`config.mk`:
```
export PLATFORM = sky130hd
export DESIGN_NAME = cbt_bit_timing
export DESIGN_NICKNAME = d
export VERILOG_FILES = /design/src/include/cbt_pkg.sv /design/src/logic/cbt_tq_gen.sv /design/src/logic/cbt_bit_timing.sv
export VERILOG_INCLUDE_DIRS = /design/src /design/src/include
export SDC_FILE = /design/constraint.sdc
export NUM_CORES = 1
export LEC_CHECK = 0
export ABC_AREA = 0
export BUFFER_PORTS_ARGS = -buffer_cell sky130_fd_sc_hd__buf_2
export CELL_PAD_IN_SITES_DETAIL_PLACEMENT = 0
export CELL_PAD_IN_SITES_GLOBAL_PLACEMENT = 1
export CORE_MARGIN = 10
export CORE_UTILIZATION = 45
export DETAILED_ROUTE_END_ITERATION = 6
export GPL_ROUTABILITY_DRIVEN = 0
export GPL_TIMING_DRIVEN = 0
export PLACE_DENSITY = 0.78
export SLEW_MARGIN = 20
export SYNTH_ARGS = -nofsm -noshare
export SYNTH_HDL_FRONTEND = slang
export SYNTH_SLANG_ARGS = --single-unit
```
`constraint.sdc`:
```
create_clock -name sys_clk_i -period 9.86 [get_ports sys_clk_i]
set_input_delay 1.972 -clock sys_clk_i [delete_from_list [all_inputs] [get_ports sys_clk_i]]
set_output_delay 1.972 -clock sys_clk_i [all_outputs]
set_load 0.005 [all_outputs]
```
`src/include/cbt_defines.svh`:
```
// constants for the can bit timing configuration block
`ifndef CBT_DEFINES_SVH
`define CBT_DEFINES_SVH

// register addresses and reset values
`define CBT_ADDR_W        16
`define CBT_ADDR_LOW      16'hffb9
`define CBT_ADDR_HIGH     16'hffba
`define CBT_RST_LOW       8'h18
`define CBT_RST_HIGH      8'h0e

// bit_timing_low fields
`define CBT_LEN_MSB       4
`define CBT_LEN_LSB       0
`define CBT_SPLO_MSB      7
`define CBT_SPLO_LSB      5

// bit_timing_high fields
`define CBT_FINE_BIT      7
`define CBT_FRAME_START_CLEAR_CTL_BIT      6
`define CBT_TRIPLE_SAMPLING_BIT      5
`define CBT_LISTEN_BIT    4
`define CBT_SJW_MSB       3
`define CBT_SJW_LSB       2
`define CBT_SPHI_MSB      1
`define CBT_SPHI_LSB      0

// legal code ranges of the timing fields
`define CBT_LEN_MIN       5'h07
`define CBT_LEN_MAX       5'h18
`define CBT_SP_MIN        5'h01
`define CBT_SP_MAX        5'h10

// widths and small constants
`define CBT_RATIO_W       9
`define CBT_POS_W         5
`define CBT_ONE_POS       5'h01
`define CBT_ONE_RATIO     9'h001
`define CBT_ZERO_BYTE     8'h00

`endif

```
`src/include/cbt_pkg.sv`:
```
// types shared by the bit timing configuration modules
`include "cbt_defines.svh"

package cbt_pkg;

  // prescaler state: quantum counter and its pulse
  typedef struct packed {
    logic [`CBT_RATIO_W-1:0] cnt;
    logic                    tq;
  } cbt_tq_state_t;

  // whole state of the bit timing block
  typedef struct packed {
    logic [7:0]              low;
    logic [7:0]              high;
    logic [7:0]              rd_data;
    logic                    s1;
    logic                    s2;
    logic                    s3;
    logic                    rx_stable;
    logic [1:0]              hist;
    logic                    edge_pend;
    logic                    resync_done;
    logic [`CBT_POS_W-1:0]   pos;
    logic [`CBT_POS_W-1:0]   cur_sp;
    logic [`CBT_POS_W-1:0]   cur_end;
    logic                    sample;
    logic                    bit_start;
    logic                    rx_bit;
    logic [`CBT_POS_W-1:0]   bit_len;
    logic [`CBT_POS_W-1:0]   sample_pos;
    logic [`CBT_POS_W-1:0]   seg2;
    logic [2:0]              jump_width_field;
    logic [`CBT_RATIO_W-1:0] ratio;
    logic                    cfg_bad;
  } cbt_state_t;

endpackage

```
`src/logic/cbt_tq_gen.sv`:
```
// time quantum generator: one pulse per prescaler ratio of core clocks
`timescale 1ns/1ns
`default_nettype none

module cbt_tq_gen
  import cbt_pkg::*;
(
  // clock and reset
  input  wire logic                    sys_clk_i,
  input  wire logic                    rst_n_i,
  // divide ratio, 1 and up
  input  wire logic [`CBT_RATIO_W-1:0] ratio_i,
  // quantum pulse
  output logic                         tq_o
);

  cbt_tq_state_t st_reg;   // registered state
  cbt_tq_state_t st_next;  // next state

  // count core clocks, pulse on the last one of each group
  always_comb
  begin
    st_next = st_reg;
    st_next.tq = 1'b0;
    // >= also recovers at once when the ratio shrinks mid count
    if (st_reg.cnt >= ratio_i - `CBT_ONE_RATIO)
    begin
      st_next.cnt = '0;
      st_next.tq  = 1'b1; // RULE3
    end
    else
    begin
      st_next.cnt = st_reg.cnt + `CBT_ONE_RATIO;
    end
  end

  // state register
  always_ff @(posedge sys_clk_i or negedge rst_n_i)
  begin
    if (!rst_n_i)
      st_reg <= '0;
    else
      st_reg <= st_next;
  end

  assign tq_o = st_reg.tq;

endmodule // cbt_tq_gen

`default_nettype wire

```
`src/logic/cbt_bit_timing.sv`:
```
// can bit timing configuration: registers, prescaler and bit timer
//
// Contract
// RULE1: coarse mode ratio is twice field plus two
// RULE2: fine mode ratio is eight-bit field plus one
// RULE3: one quantum per ratio of core clocks
// RULE4: coarse mode ignores the two upper prescaler bits
// RULE5: software keeps phase segment two at least 3
// RULE6: phase segment two is length minus sample position
// RULE7: reset loads 18h low and 0eh high
// RULE8: bit length is field plus one quanta
// RULE9: sample point is split field plus one quanta
// RULE10: jump width is field plus one quanta
// RULE11: high register bit order fixed from bit seven
// RULE12: both registers read and written as bytes
// RULE13: software writes only in initialization mode
// RULE14: triple sampling takes majority of three samples
// RULE15: fine ratio follows the table, field plus one
`timescale 1ns/1ns
`default_nettype none

module cbt_bit_timing
  import cbt_pkg::*;
(
  // clock and reset
  input  wire logic                    sys_clk_i,
  input  wire logic                    rst_n_i,
  // byte register access
  input  wire logic [`CBT_ADDR_W-1:0]  addr_i,
  input  wire logic                    wr_i,
  input  wire logic                    rd_i,
  input  wire logic [7:0]              wr_data_i,
  output logic      [7:0]              rd_data_o,
  // prescaler field from outside registers
  input  wire logic [5:0]              prescaler_field_i,
  input  wire logic [1:0]              prescaler_upper_i,
  // can receive pin
  input  wire logic                    can_rx_i,
  // timing events
  output logic                         time_quantum_o,
  output logic                         bit_start_o,
  output logic                         sample_o,
  output logic                         rx_bit_o,
  // decoded configuration
  output logic      [`CBT_RATIO_W-1:0] prescale_ratio_o,
  output logic      [`CBT_POS_W-1:0]   bit_len_o,
  output logic      [`CBT_POS_W-1:0]   sample_pos_o,
  output logic      [`CBT_POS_W-1:0]   phase_segment_two_o,
  output logic      [2:0]              jump_width_o,
  output logic                         cfg_bad_o,
  // mode bits
  output logic                         fine_prescale_mode_o,
  output logic                         frame_start_clear_ctl_o,
  output logic                         triple_sampling_o,
  output logic                         listen_only_o
);

  cbt_state_t st_reg;   // registered state
  cbt_state_t st_next;  // next state
  logic       tq;       // quantum pulse from the prescaler

  // smaller of two quantum counts
  function automatic logic [`CBT_POS_W-1:0] min_pos(
    input logic [`CBT_POS_W-1:0] a,
    input logic [`CBT_POS_W-1:0] b
  );
    min_pos = (a < b) ? a : b;
  endfunction

  // force a code into its legal range so the timer never locks up
  function automatic logic [`CBT_POS_W-1:0] clamp_code(
    input logic [`CBT_POS_W-1:0] code,
    input logic [`CBT_POS_W-1:0] lo,
    input logic [`CBT_POS_W-1:0] hi
  );
    if (code < lo)
      clamp_code = lo;
    else if (code > hi)
      clamp_code = hi;
    else
      clamp_code = code;
  endfunction

  // majority of three samples
  function automatic logic majority(
    input logic a,
    input logic b,
    input logic c
  );
    majority = (a & b) | (a & c) | (b & c);
  endfunction

  // field views of the two registers
  logic [`CBT_POS_W-1:0] len_code;   // raw bit length code
  logic [`CBT_POS_W-1:0] sp_code;    // raw sample point code
  logic [1:0]            sjw_code;   // raw jump width code
  logic                  fine;       // fine prescale mode

  assign len_code = st_reg.low[`CBT_LEN_MSB:`CBT_LEN_LSB]; // RULE8
  assign sp_code  = {st_reg.high[`CBT_SPHI_MSB:`CBT_SPHI_LSB],
                     st_reg.low[`CBT_SPLO_MSB:`CBT_SPLO_LSB]}; // RULE9
  assign sjw_code = st_reg.high[`CBT_SJW_MSB:`CBT_SJW_LSB];
  assign fine     = st_reg.high[`CBT_FINE_BIT];

  // prescaler divides by the registered ratio
  // a ratio change sets the end of the quantum in progress, or ends it at once
  // when the running count is already past the new end
  cbt_tq_gen u_tq_gen (
    .sys_clk_i (sys_clk_i),
    .rst_n_i   (rst_n_i),
    .ratio_i   (st_reg.ratio),
    .tq_o      (tq)
  );

  // next state: registers, decode, synchroniser and bit timer
  always_comb
  begin
    logic [`CBT_POS_W-1:0] len_q;    // legal length code
    logic [`CBT_POS_W-1:0] sp_q;     // legal sample code
    logic [`CBT_POS_W-1:0] err;      // phase error in quanta
    logic [`CBT_POS_W-1:0] sjw_q;    // jump width in quanta
    logic                  vote;     // sampled bus level
    len_q = clamp_code(len_code, `CBT_LEN_MIN, `CBT_LEN_MAX);
    sp_q  = clamp_code(sp_code, `CBT_SP_MIN, `CBT_SP_MAX);
    sjw_q = {3'h0, sjw_code} + `CBT_ONE_POS;
    err   = '0;
    vote  = 1'b1;
    st_next = st_reg;
    st_next.sample    = 1'b0;
    st_next.bit_start = 1'b0;

    // byte writes; software waits for initialization mode
    // no write lock here: a write in mid frame lands at once and
    // the timer picks it up at the next bit start
    if (wr_i)
    begin
      if (addr_i == `CBT_ADDR_LOW)
        st_next.low = wr_data_i; // RULE12
      else if (addr_i == `CBT_ADDR_HIGH)
        st_next.high = wr_data_i; // RULE11
    end

    // byte reads answered next cycle, unmapped reads as zero
    // a read beside a write in one cycle returns the old byte
    if (rd_i)
    begin
      if (addr_i == `CBT_ADDR_LOW)
        st_next.rd_data = st_reg.low; // RULE12
      else if (addr_i == `CBT_ADDR_HIGH)
        st_next.rd_data = st_reg.high;
      else
        st_next.rd_data = `CBT_ZERO_BYTE;
    end

    // prescaler ratio from the selected resolution
    // the top fine code gives 256, hence the ninth ratio bit
    if (fine)
      st_next.ratio = {1'b0, prescaler_upper_i, prescaler_field_i}
                      + `CBT_ONE_RATIO; // RULE2 RULE15
    else
      // upper bits left out here on purpose
      st_next.ratio = {2'b00, prescaler_field_i, 1'b0}
                      + `CBT_ONE_RATIO + `CBT_ONE_RATIO; // RULE1 RULE4

    // decoded lengths in quanta
    // prohibited codes show here as written; only the timer clamps
    st_next.bit_len    = len_code + `CBT_ONE_POS; // RULE8
    st_next.sample_pos = sp_code + `CBT_ONE_POS; // RULE9
    st_next.seg2       = len_code - sp_code; // RULE6
    st_next.jump_width_field        = {1'b0, sjw_code} + 3'h1; // RULE10
    st_next.cfg_bad    = (len_q != len_code) || (sp_q != sp_code);

    // three stage pin synchroniser, change taken once s2 and s3 agree
    // s1 may go metastable, so only s2 ever reads it
    st_next.s1 = can_rx_i;
    st_next.s2 = st_reg.s1;
    st_next.s3 = st_reg.s2;
    if (st_reg.s2 == st_reg.s3)
      st_next.rx_stable = st_reg.s3;

    // bit timer runs on quantum pulses
    // pos is the quantum in progress, one being the sync quantum
    if (tq)
    begin
      // keep the two previous quantum samples for the majority vote
      st_next.hist = {st_reg.hist[0], st_reg.rx_stable};

      // sample point closes this quantum
      if (st_reg.pos == st_reg.cur_sp)
      begin
        if (st_reg.high[`CBT_TRIPLE_SAMPLING_BIT])
          vote = majority(st_reg.hist[1], st_reg.hist[0],
                          st_reg.rx_stable); // RULE14
        else
          vote = st_reg.rx_stable; // RULE14
        st_next.rx_bit = vote;
        st_next.sample = 1'b1;
      end

      if (st_reg.edge_pend && st_reg.pos != `CBT_ONE_POS)
      begin
        // edge inside the bit: move sample point or end the bit early
        st_next.edge_pend   = 1'b0;
        st_next.resync_done = 1'b1;
        if (st_reg.pos <= st_reg.cur_sp)
        begin
          // late edge: stretch segment one by at most the jump width
          // the bit end moves too, so segment two keeps its length
          err = min_pos(st_reg.pos - `CBT_ONE_POS, sjw_q); // RULE10
          st_next.cur_sp  = st_reg.cur_sp + err;
          st_next.cur_end = st_reg.cur_end + err;
          st_next.pos     = st_reg.pos + `CBT_ONE_POS;
        end
        else
        begin
          // early edge: cut phase segment two by at most the jump width
          err = st_reg.cur_end - st_reg.pos + `CBT_ONE_POS;
          if (err <= sjw_q)
          begin
            st_next.pos         = `CBT_ONE_POS;
            st_next.cur_sp      = sp_q + `CBT_ONE_POS;
            st_next.cur_end     = len_q + `CBT_ONE_POS;
            st_next.resync_done = 1'b0;
            st_next.bit_start   = 1'b1;
          end
          else
          begin
            st_next.cur_end = st_reg.cur_end - sjw_q;
            st_next.pos     = st_reg.pos + `CBT_ONE_POS;
          end
        end
      end
      else if (st_reg.pos >= st_reg.cur_end)
      begin
        // bit complete: reload timing from the registers
        st_next.pos         = `CBT_ONE_POS;
        st_next.cur_sp      = sp_q + `CBT_ONE_POS; // RULE9
        st_next.cur_end     = len_q + `CBT_ONE_POS; // RULE8
        st_next.edge_pend   = 1'b0;
        st_next.resync_done = 1'b0;
        st_next.bit_start   = 1'b1;
      end
      else
      begin
        // edge in the sync quantum needs no correction
        st_next.edge_pend = 1'b0;
        st_next.pos       = st_reg.pos + `CBT_ONE_POS;
      end
    end

    // recessive to dominant edge arms one resync per bit; it sits
    // after the timer so a fresh edge wins over the clears above,
    // while an edge in the sync quantum is dropped as it needs no fix
    if (st_reg.rx_stable && !st_next.rx_stable &&
        !st_next.resync_done && !(tq && st_reg.pos == `CBT_ONE_POS))
      st_next.edge_pend = 1'b1;
  end

  // state register, reset values of the timing registers
  always_ff @(posedge sys_clk_i or negedge rst_n_i)
  begin
    if (!rst_n_i)
    begin
      st_reg            <= '0;
      st_reg.low        <= `CBT_RST_LOW; // RULE7
      st_reg.high       <= `CBT_RST_HIGH; // RULE7
      st_reg.s1         <= 1'b1;
      st_reg.s2         <= 1'b1;
      st_reg.s3         <= 1'b1;
      st_reg.rx_stable  <= 1'b1;
      st_reg.hist       <= 2'h3;
      st_reg.rx_bit     <= 1'b1;
      // timer runs the shortest legal bit until the first reload
      st_reg.pos        <= `CBT_ONE_POS;
      st_reg.cur_sp     <= `CBT_SP_MIN + `CBT_ONE_POS;
      st_reg.cur_end    <= `CBT_LEN_MIN + `CBT_ONE_POS;
      st_reg.ratio      <= `CBT_ONE_RATIO + `CBT_ONE_RATIO;
      st_reg.bit_len    <= `CBT_LEN_MIN + `CBT_ONE_POS;
      st_reg.sample_pos <= `CBT_SP_MIN + `CBT_ONE_POS;
      st_reg.seg2       <= `CBT_LEN_MIN - `CBT_SP_MIN;
      st_reg.jump_width_field        <= 3'h1;
    end
    else
    begin
      st_reg <= st_next;
    end
  end

  // outputs straight from flip-flops
  // mode bits come straight from the register bits, no decode
  assign rd_data_o               = st_reg.rd_data;
  assign time_quantum_o          = tq;
  assign bit_start_o             = st_reg.bit_start;
  assign sample_o                = st_reg.sample;
  assign rx_bit_o                = st_reg.rx_bit;
  assign prescale_ratio_o        = st_reg.ratio;
  assign bit_len_o               = st_reg.bit_len;
  assign sample_pos_o            = st_reg.sample_pos;
  assign phase_segment_two_o     = st_reg.seg2;
  assign jump_width_o            = st_reg.jump_width_field;
  assign cfg_bad_o               = st_reg.cfg_bad;
  assign fine_prescale_mode_o    = st_reg.high[`CBT_FINE_BIT];
  assign frame_start_clear_ctl_o = st_reg.high[`CBT_FRAME_START_CLEAR_CTL_BIT];
  assign triple_sampling_o       = st_reg.high[`CBT_TRIPLE_SAMPLING_BIT];
  assign listen_only_o           = st_reg.high[`CBT_LISTEN_BIT];

endmodule // cbt_bit_timing

`default_nettype wire

```
=== Word level (Yosys, flattened, before mapping) ===
Index checks and enable logic that the tools add are counted.

* Register bits after elaboration: 88
* Latch bits: 0
* Bits in writable memories: 0
* Memory bits (read-only): 0
* Output and inout bits: 44
* Memories kept: 0

* $add $sub $neg: 19
* Multipliers: 0
* Divide/modulo/power cells: 0
* Order comparisons: 9
* Equal/unequal tests: 9
* Shifts and indexed selects: 0
* Multiplexer cells: 30
* Bitwise gates (word level): 6
* Reductions and logical operators: 16

{| class="wikitable"
|+ Operators with widths
! cell !! count
|-
| $mux W5 || 9
|-
| $eq A16 B16 Y1 const B || 2
|-
| $add A5 B1 Y5 const B || 6
|-
| $mux W20 || 1
|-
| $add A8 B1 Y9 const B || 2
|-
| $mux W9 || 2
|-
| $mux W16 || 1
|-
| $mux W8 || 2
|-
| $mux W15 || 1
|-
| $mux W1 || 13
|-
| $add A5 B5 Y5 || 2
|-
| $gt A5 B5 Y1 const B || 2
|-
| $mux W10 || 1
|-
| $ne A5 B5 Y1 || 2
|-
| $sub A5 B5 Y5 || 2
|-
| $add A9 B1 Y9 const B || 1
|-
| $ge A9 B9 Y1 || 1
|-
| $sub A9 B1 Y9 const B || 1
|-
| $add A7 B1 Y8 const B || 1
|-
| $add A2 B1 Y3 const B || 2
|-
| $reduce_and A2 Y1 || 3
|-
| $reduce_and A3 Y1 || 2
|-
| $eq A5 B1 Y1 const B || 1
|-
| $eq A5 B5 Y1 || 1
|-
| 18 further kinds || 28
|}

=== Depth between registers and ports, before layout ===
* Depth in word-level cells: 12
* Mapped depth: 17
* Gate-level depth less buffers: 17

=== Hierarchy ===
Synthesis repeated with hierarchy kept, for this count alone.

* Cell total of the unflattened synthesis: 587
* Area total of the unflattened synthesis: 5884.4 µm²

{| class="wikitable"
|+ Modules (own cells, without submodules)
! module !! instances !! cells each !! area each (µm²) !! seq. area each (µm²)
|-
| cbt_bit_timing || 1 || 507 || 5091.1 || 1978.1
|-
| cbt_tq_gen || 1 || 80 || 793.3 || 250.2
|}

=== Worst setup path after synthesis ===
OpenSTA, ideal clock, no wires.

* Path type: in2reg
* Start point: input port addr_i[11]
* End point: register st_reg (netlist bit len_code[0])
* Library setup time: 0.125 ns
* Data arrival time: 3.269 ns
* Data required time: 9.735 ns
* Path slack: 6.467 ns
* Stages: 6
* Path through: nand4_1 nor4_1 and3b_1 clkbuf_1 nand2_1 mux2_2

* Cells in the longest elaborated chain, start to end: 2

{| class="wikitable"
|+ Ends and longest elaborated chain
! element !! line !! text
|-
| start: declaration || cbt_bit_timing.sv:29 || <nowiki>input wire logic [`CBT_ADDR_W-1:0] addr_i,</nowiki>
|-
| $eq A16 B16 Y1 (no source line) || n/a ||
|-
| $reduce_and A2 Y1 (no source line) || n/a ||
|-
| end signal: assignment || cbt_bit_timing.sv:285 || <nowiki>st_reg <= st_next;</nowiki>
|-
| end: declaration || cbt_bit_timing.sv:58 || <nowiki>cbt_state_t st_reg;</nowiki>
|}

No other way between the ends.
A chain may end at the register's enable or synchronous reset.

=== Final worst setup path ===
* Start point: register st_reg[41] (netlist name)
* End point: register st_reg[35] (netlist name)

* Cells in the longest elaborated chain, start to end: 6
* Elaborated cells between the ends (all ways): 16
* Classes of those cells: 4 x add/sub; 4 x order compare; 1 x eq/ne; 4 x mux; 3 x reduce/logical

{| class="wikitable"
|+ Ends and longest elaborated chain
! element !! line !! text
|-
| $sub A5 B5 Y5 or $sub A5 B1 Y5 (tied branches) || n/a ||
|-
| $add A5 B1 Y5 (no source line) or $lt A5 B3 Y1 (tied branches) || n/a ||
|-
| $le A5 B3 Y1 or $mux W5 (tied branches) || cbt_bit_timing.sv:218, cbt_bit_timing.sv:67 ||
|-
| $mux W5 or $add A5 B5 Y5 (tied branches) || cbt_bit_timing.sv:218, cbt_bit_timing.sv:211 ||
|-
| $mux W15 || cbt_bit_timing.sv:205 || <nowiki>if (st_reg.pos <= st_reg.cur_sp)</nowiki>
|-
| $mux W16 || cbt_bit_timing.sv:200 || <nowiki>if (st_reg.edge_pend && st_reg.pos != `CBT_ONE_POS)</nowiki>
|}

Several ways; a longest one is shown, not always the timed one.

==> impl_metrics.env <==
export IMPL_status="finished clean"
export IMPL_pwr_share_clk_pct=19.9
export IMPL_h_tree_depth=3
export IMPL_start_util_pct=45.7
export IMPL_reg2reg_depth=16
export IMPL_ys_flop_type="dfrtp_1"
export IMPL_power_share_switching_pct=40.9
export IMPL_area_delta_synth_final_pct=15.7
export IMPL_critPathKind="reg -> reg"
export IMPL_max_cap_viol_count=0
export IMPL_numClockSinks=88
export IMPL_dp_hpwl_um=10300
export IMPL_p_seq_share_pct=31.5
export IMPL_arrival_ns=4.11
export IMPL_fmax_ghz=0.259
export IMPL_power_mw=1.56
export IMPL_syn_inst=588
export IMPL_rsz0062_at_grt="no"
export IMPL_cts_buffers=9
export IMPL_drt_wl_total_um=13200
export IMPL_yosys_warnings=0
export IMPL_hold_end="st_next[51]"
export IMPL_fill_cells=1161
export IMPL_power_density_nw_per_um2=235
export IMPL_setup_viol=0
export IMPL_first_iter_violations=297
export IMPL_setup_tns_ns=0
export IMPL_start_kind="register"
export IMPL_p_int_mw=0.923
export IMPL_largest_register_ffs=21
export IMPL_hold_violations=0
export IMPL_die_h_um=133
export IMPL_worstPathRequired_ns=10.11
export IMPL_peakVddDrop_v=0.000107
export IMPL_clkTransAtPathRegs_ns=0.06
export IMPL_cts_max_path_buffers=2
export IMPL_cp_max_fo=8
export IMPL_via_per_inst=5.14
export IMPL_cts_resized=0
export IMPL_final_antenna_net_count=0
export IMPL_rows=41
export IMPL_final_common_cell="buf_2"
export IMPL_finalCritPeriodShare_pct=39.2
export IMPL_avgSynthCellArea_um2=9.77
export IMPL_slew_violations=0
export IMPL_avgRoutedWirePerCell_um=15.4
export IMPL_grt_pass1_wl_um=23100
export IMPL_slew_headroom_pct=42.0
export IMPL_async_reset_ff_share_pct=100
export IMPL_post_cts_setup_buffers=0
export IMPL_rr_endpoint="st_reg[35]"
export IMPL_cts_hold_buffers_added=0
export IMPL_core_area_um2=12600
export IMPL_p_sw_mw=0.638
export IMPL_clockRootBuffer="clkbuf_16"
export IMPL_end_kind="register"
export IMPL_diodes=0
export IMPL_nNetsFinal=779
export IMPL_via_count=4397
export IMPL_grt_overflow_total=0
export IMPL_rrSetupSlack_ns=5.99
export IMPL_grt_max_degree=54
export IMPL_grt_pass1_vias=4692
export IMPL_drc=0
export IMPL_p_leak_nw=3.24
export IMPL_finalCriticalPeriod_ns=3.87
export IMPL_timing_rr_start="st_reg[41]"
export IMPL_grt_usage_pct=15.7
export IMPL_clk_insertion_delay_late_ns=0.35
export IMPL_pwr_share_comb_pct=48.6
export IMPL_drive_gt1_share_pct=25.9
export IMPL_io_pins=81
export IMPL_synth_edf_count=0
export IMPL_mostFrequentLayoutCells="buf_2, dfrtp_1, ha_1"
export IMPL_hold_path_class="reg -> reg"
export IMPL_hp_start="st_next[52]"
export IMPL_dr_pass1_iters=4
export IMPL_antenna_found_initial=0
export IMPL_cts_tree="built"
export IMPL_seq_area_frac_synth_pct=38.8
export IMPL_die_w_um=133
export IMPL_synth_cell_types=62
export IMPL_portBuffers=78
export IMPL_ys_ff_latch=88
export IMPL_finClkSkew_ns=0.00858
export IMPL_dieArea_um2=17700
export IMPL_worst_slew_pin_slew_ns=0.862
export IMPL_syn_area_um2=5750
export IMPL_hold_path_depth=0
## worst max-delay path, cell delays in order (launching register included)
cell and delay (ns):
dfstp_2 0.61, inv_1 0.15, ha_1 0.35, inv_1 0.05, ha_1 0.28, a21boi_0 0.13
o21ai_0 0.15, nand3_1 0.19, nand2_1 0.11, o21ai_0 0.26, fa_1 0.52, a21o_1 0.17
a21oi_1 0.18, nand2_1 0.11, nand4_1 0.15, o21ai_0 0.09, a311oi_1 0.27
## synth_stat cells, drive strengths merged (5+ instances only)
| cell type | n | area share [%] |
|---|---|---|
| dfrtp | 67 | 29 |
| buf | 39 | 5.0 |
| nand2 | 33 | 2.2 |
| xnor2 | 25 | 3.8 |
| nor2 | 48 | 3.1 |
| a211oi | 5 | 0.65 |
| inv | 41 | 2.7 |
| clkbuf | 17 | 1.1 |
| a31oi | 6 | 0.65 |
| nand3 | 14 | 1.2 |
| a22oi | 12 | 1.6 |
| o21ai | 21 | 1.8 |
| a21o | 11 | 1.4 |
| a21oi | 41 | 3.6 |
| xor2 | 17 | 2.6 |
| mux2 | 21 | 4.2 |
| dfstp | 21 | 9.6 |
| nor3 | 10 | 0.96 |
| nand4 | 8 | 0.87 |
| ha | 59 | 13 |
| nand2b | 6 | 0.65 |
## logic make-up after synthesis
logic type      synth area share, %
buf+inv                        8.80
mux                            4.53
fa+ha+maj                      14.4
flops                          38.8
xor+xnor                       6.40
other cells                  0.0653
compound gates                 14.5
simple gates                   12.5
## power groups by stage
stage | Sequential [mW] | Combinational (mW) | Clock (mW)
2_1_floorplan | 0.476 | 0.586 | 0
3_3_place_gp | 0.495 | 0.728 | 0
3_5_place_dp | 0.498 | 0.755 | 0
4_1_cts | 0.492 | 0.763 | 0.318
5_1_grt | 0.505 | 0.866 | 0.335
6_report | 0.492 | 0.760 | 0.310
## worst max path at each step
stage	startpoint	endpoint	slack, ns
floorplan	addr_i[11]	len_code[0]	6.47
global placement	rst_n_i	st_reg[42]	6.02
detailed placement	addr_i[2]	fine_prescale_mode_o	5.99
CTS	st_reg[41]	st_reg[35]	6.00
global route	st_reg[41]	st_reg[35]	5.64
finish	st_reg[41]	st_reg[35]	5.99
## per-stage QoR
stage	hold WS, ns	cells	utilization, %	setup WS (ns)	instance area, um^2
5_1_grt	0.364	856	52.9	5.64	6650
3_3_place_gp	0.349	839	50.6	6.02	6360
3_5_place_dp	0.350	840	50.8	5.99	6390
4_1_cts	0.359	856	52.9	6.00	6650
2_1_floorplan	0.345	589	-	6.47	5750
6_report	0.357	856	52.9	5.99	6650
## metal layers
metal	part of all wire (%)	vias to the layer above	global-route usage, %
li1	-	2204	-
met1	46	2072	19.8
met2	46	102	25.2
met3	5.2	19	3.79
met4	2.1	0	6.36
met5	0	-	0
## cell type report
class | count | area, um^2 | share of cell area [%]
clock inverters | 4 | 25.0 | 0.376
clock buffers | 12 | 236 | 3.56
flip-flops and latches | 88 | 2230 | 33.5
multi-input cells | 404 | 3020 | 45.4
plain buffers | 56 | 352 | 5.29
well taps | 172 | 215 | 3.24
repair buffers | 79 | 420 | 6.32
inverters | 41 | 154 | 2.32
Note: power is estimated with default switching activity, not from simulation.
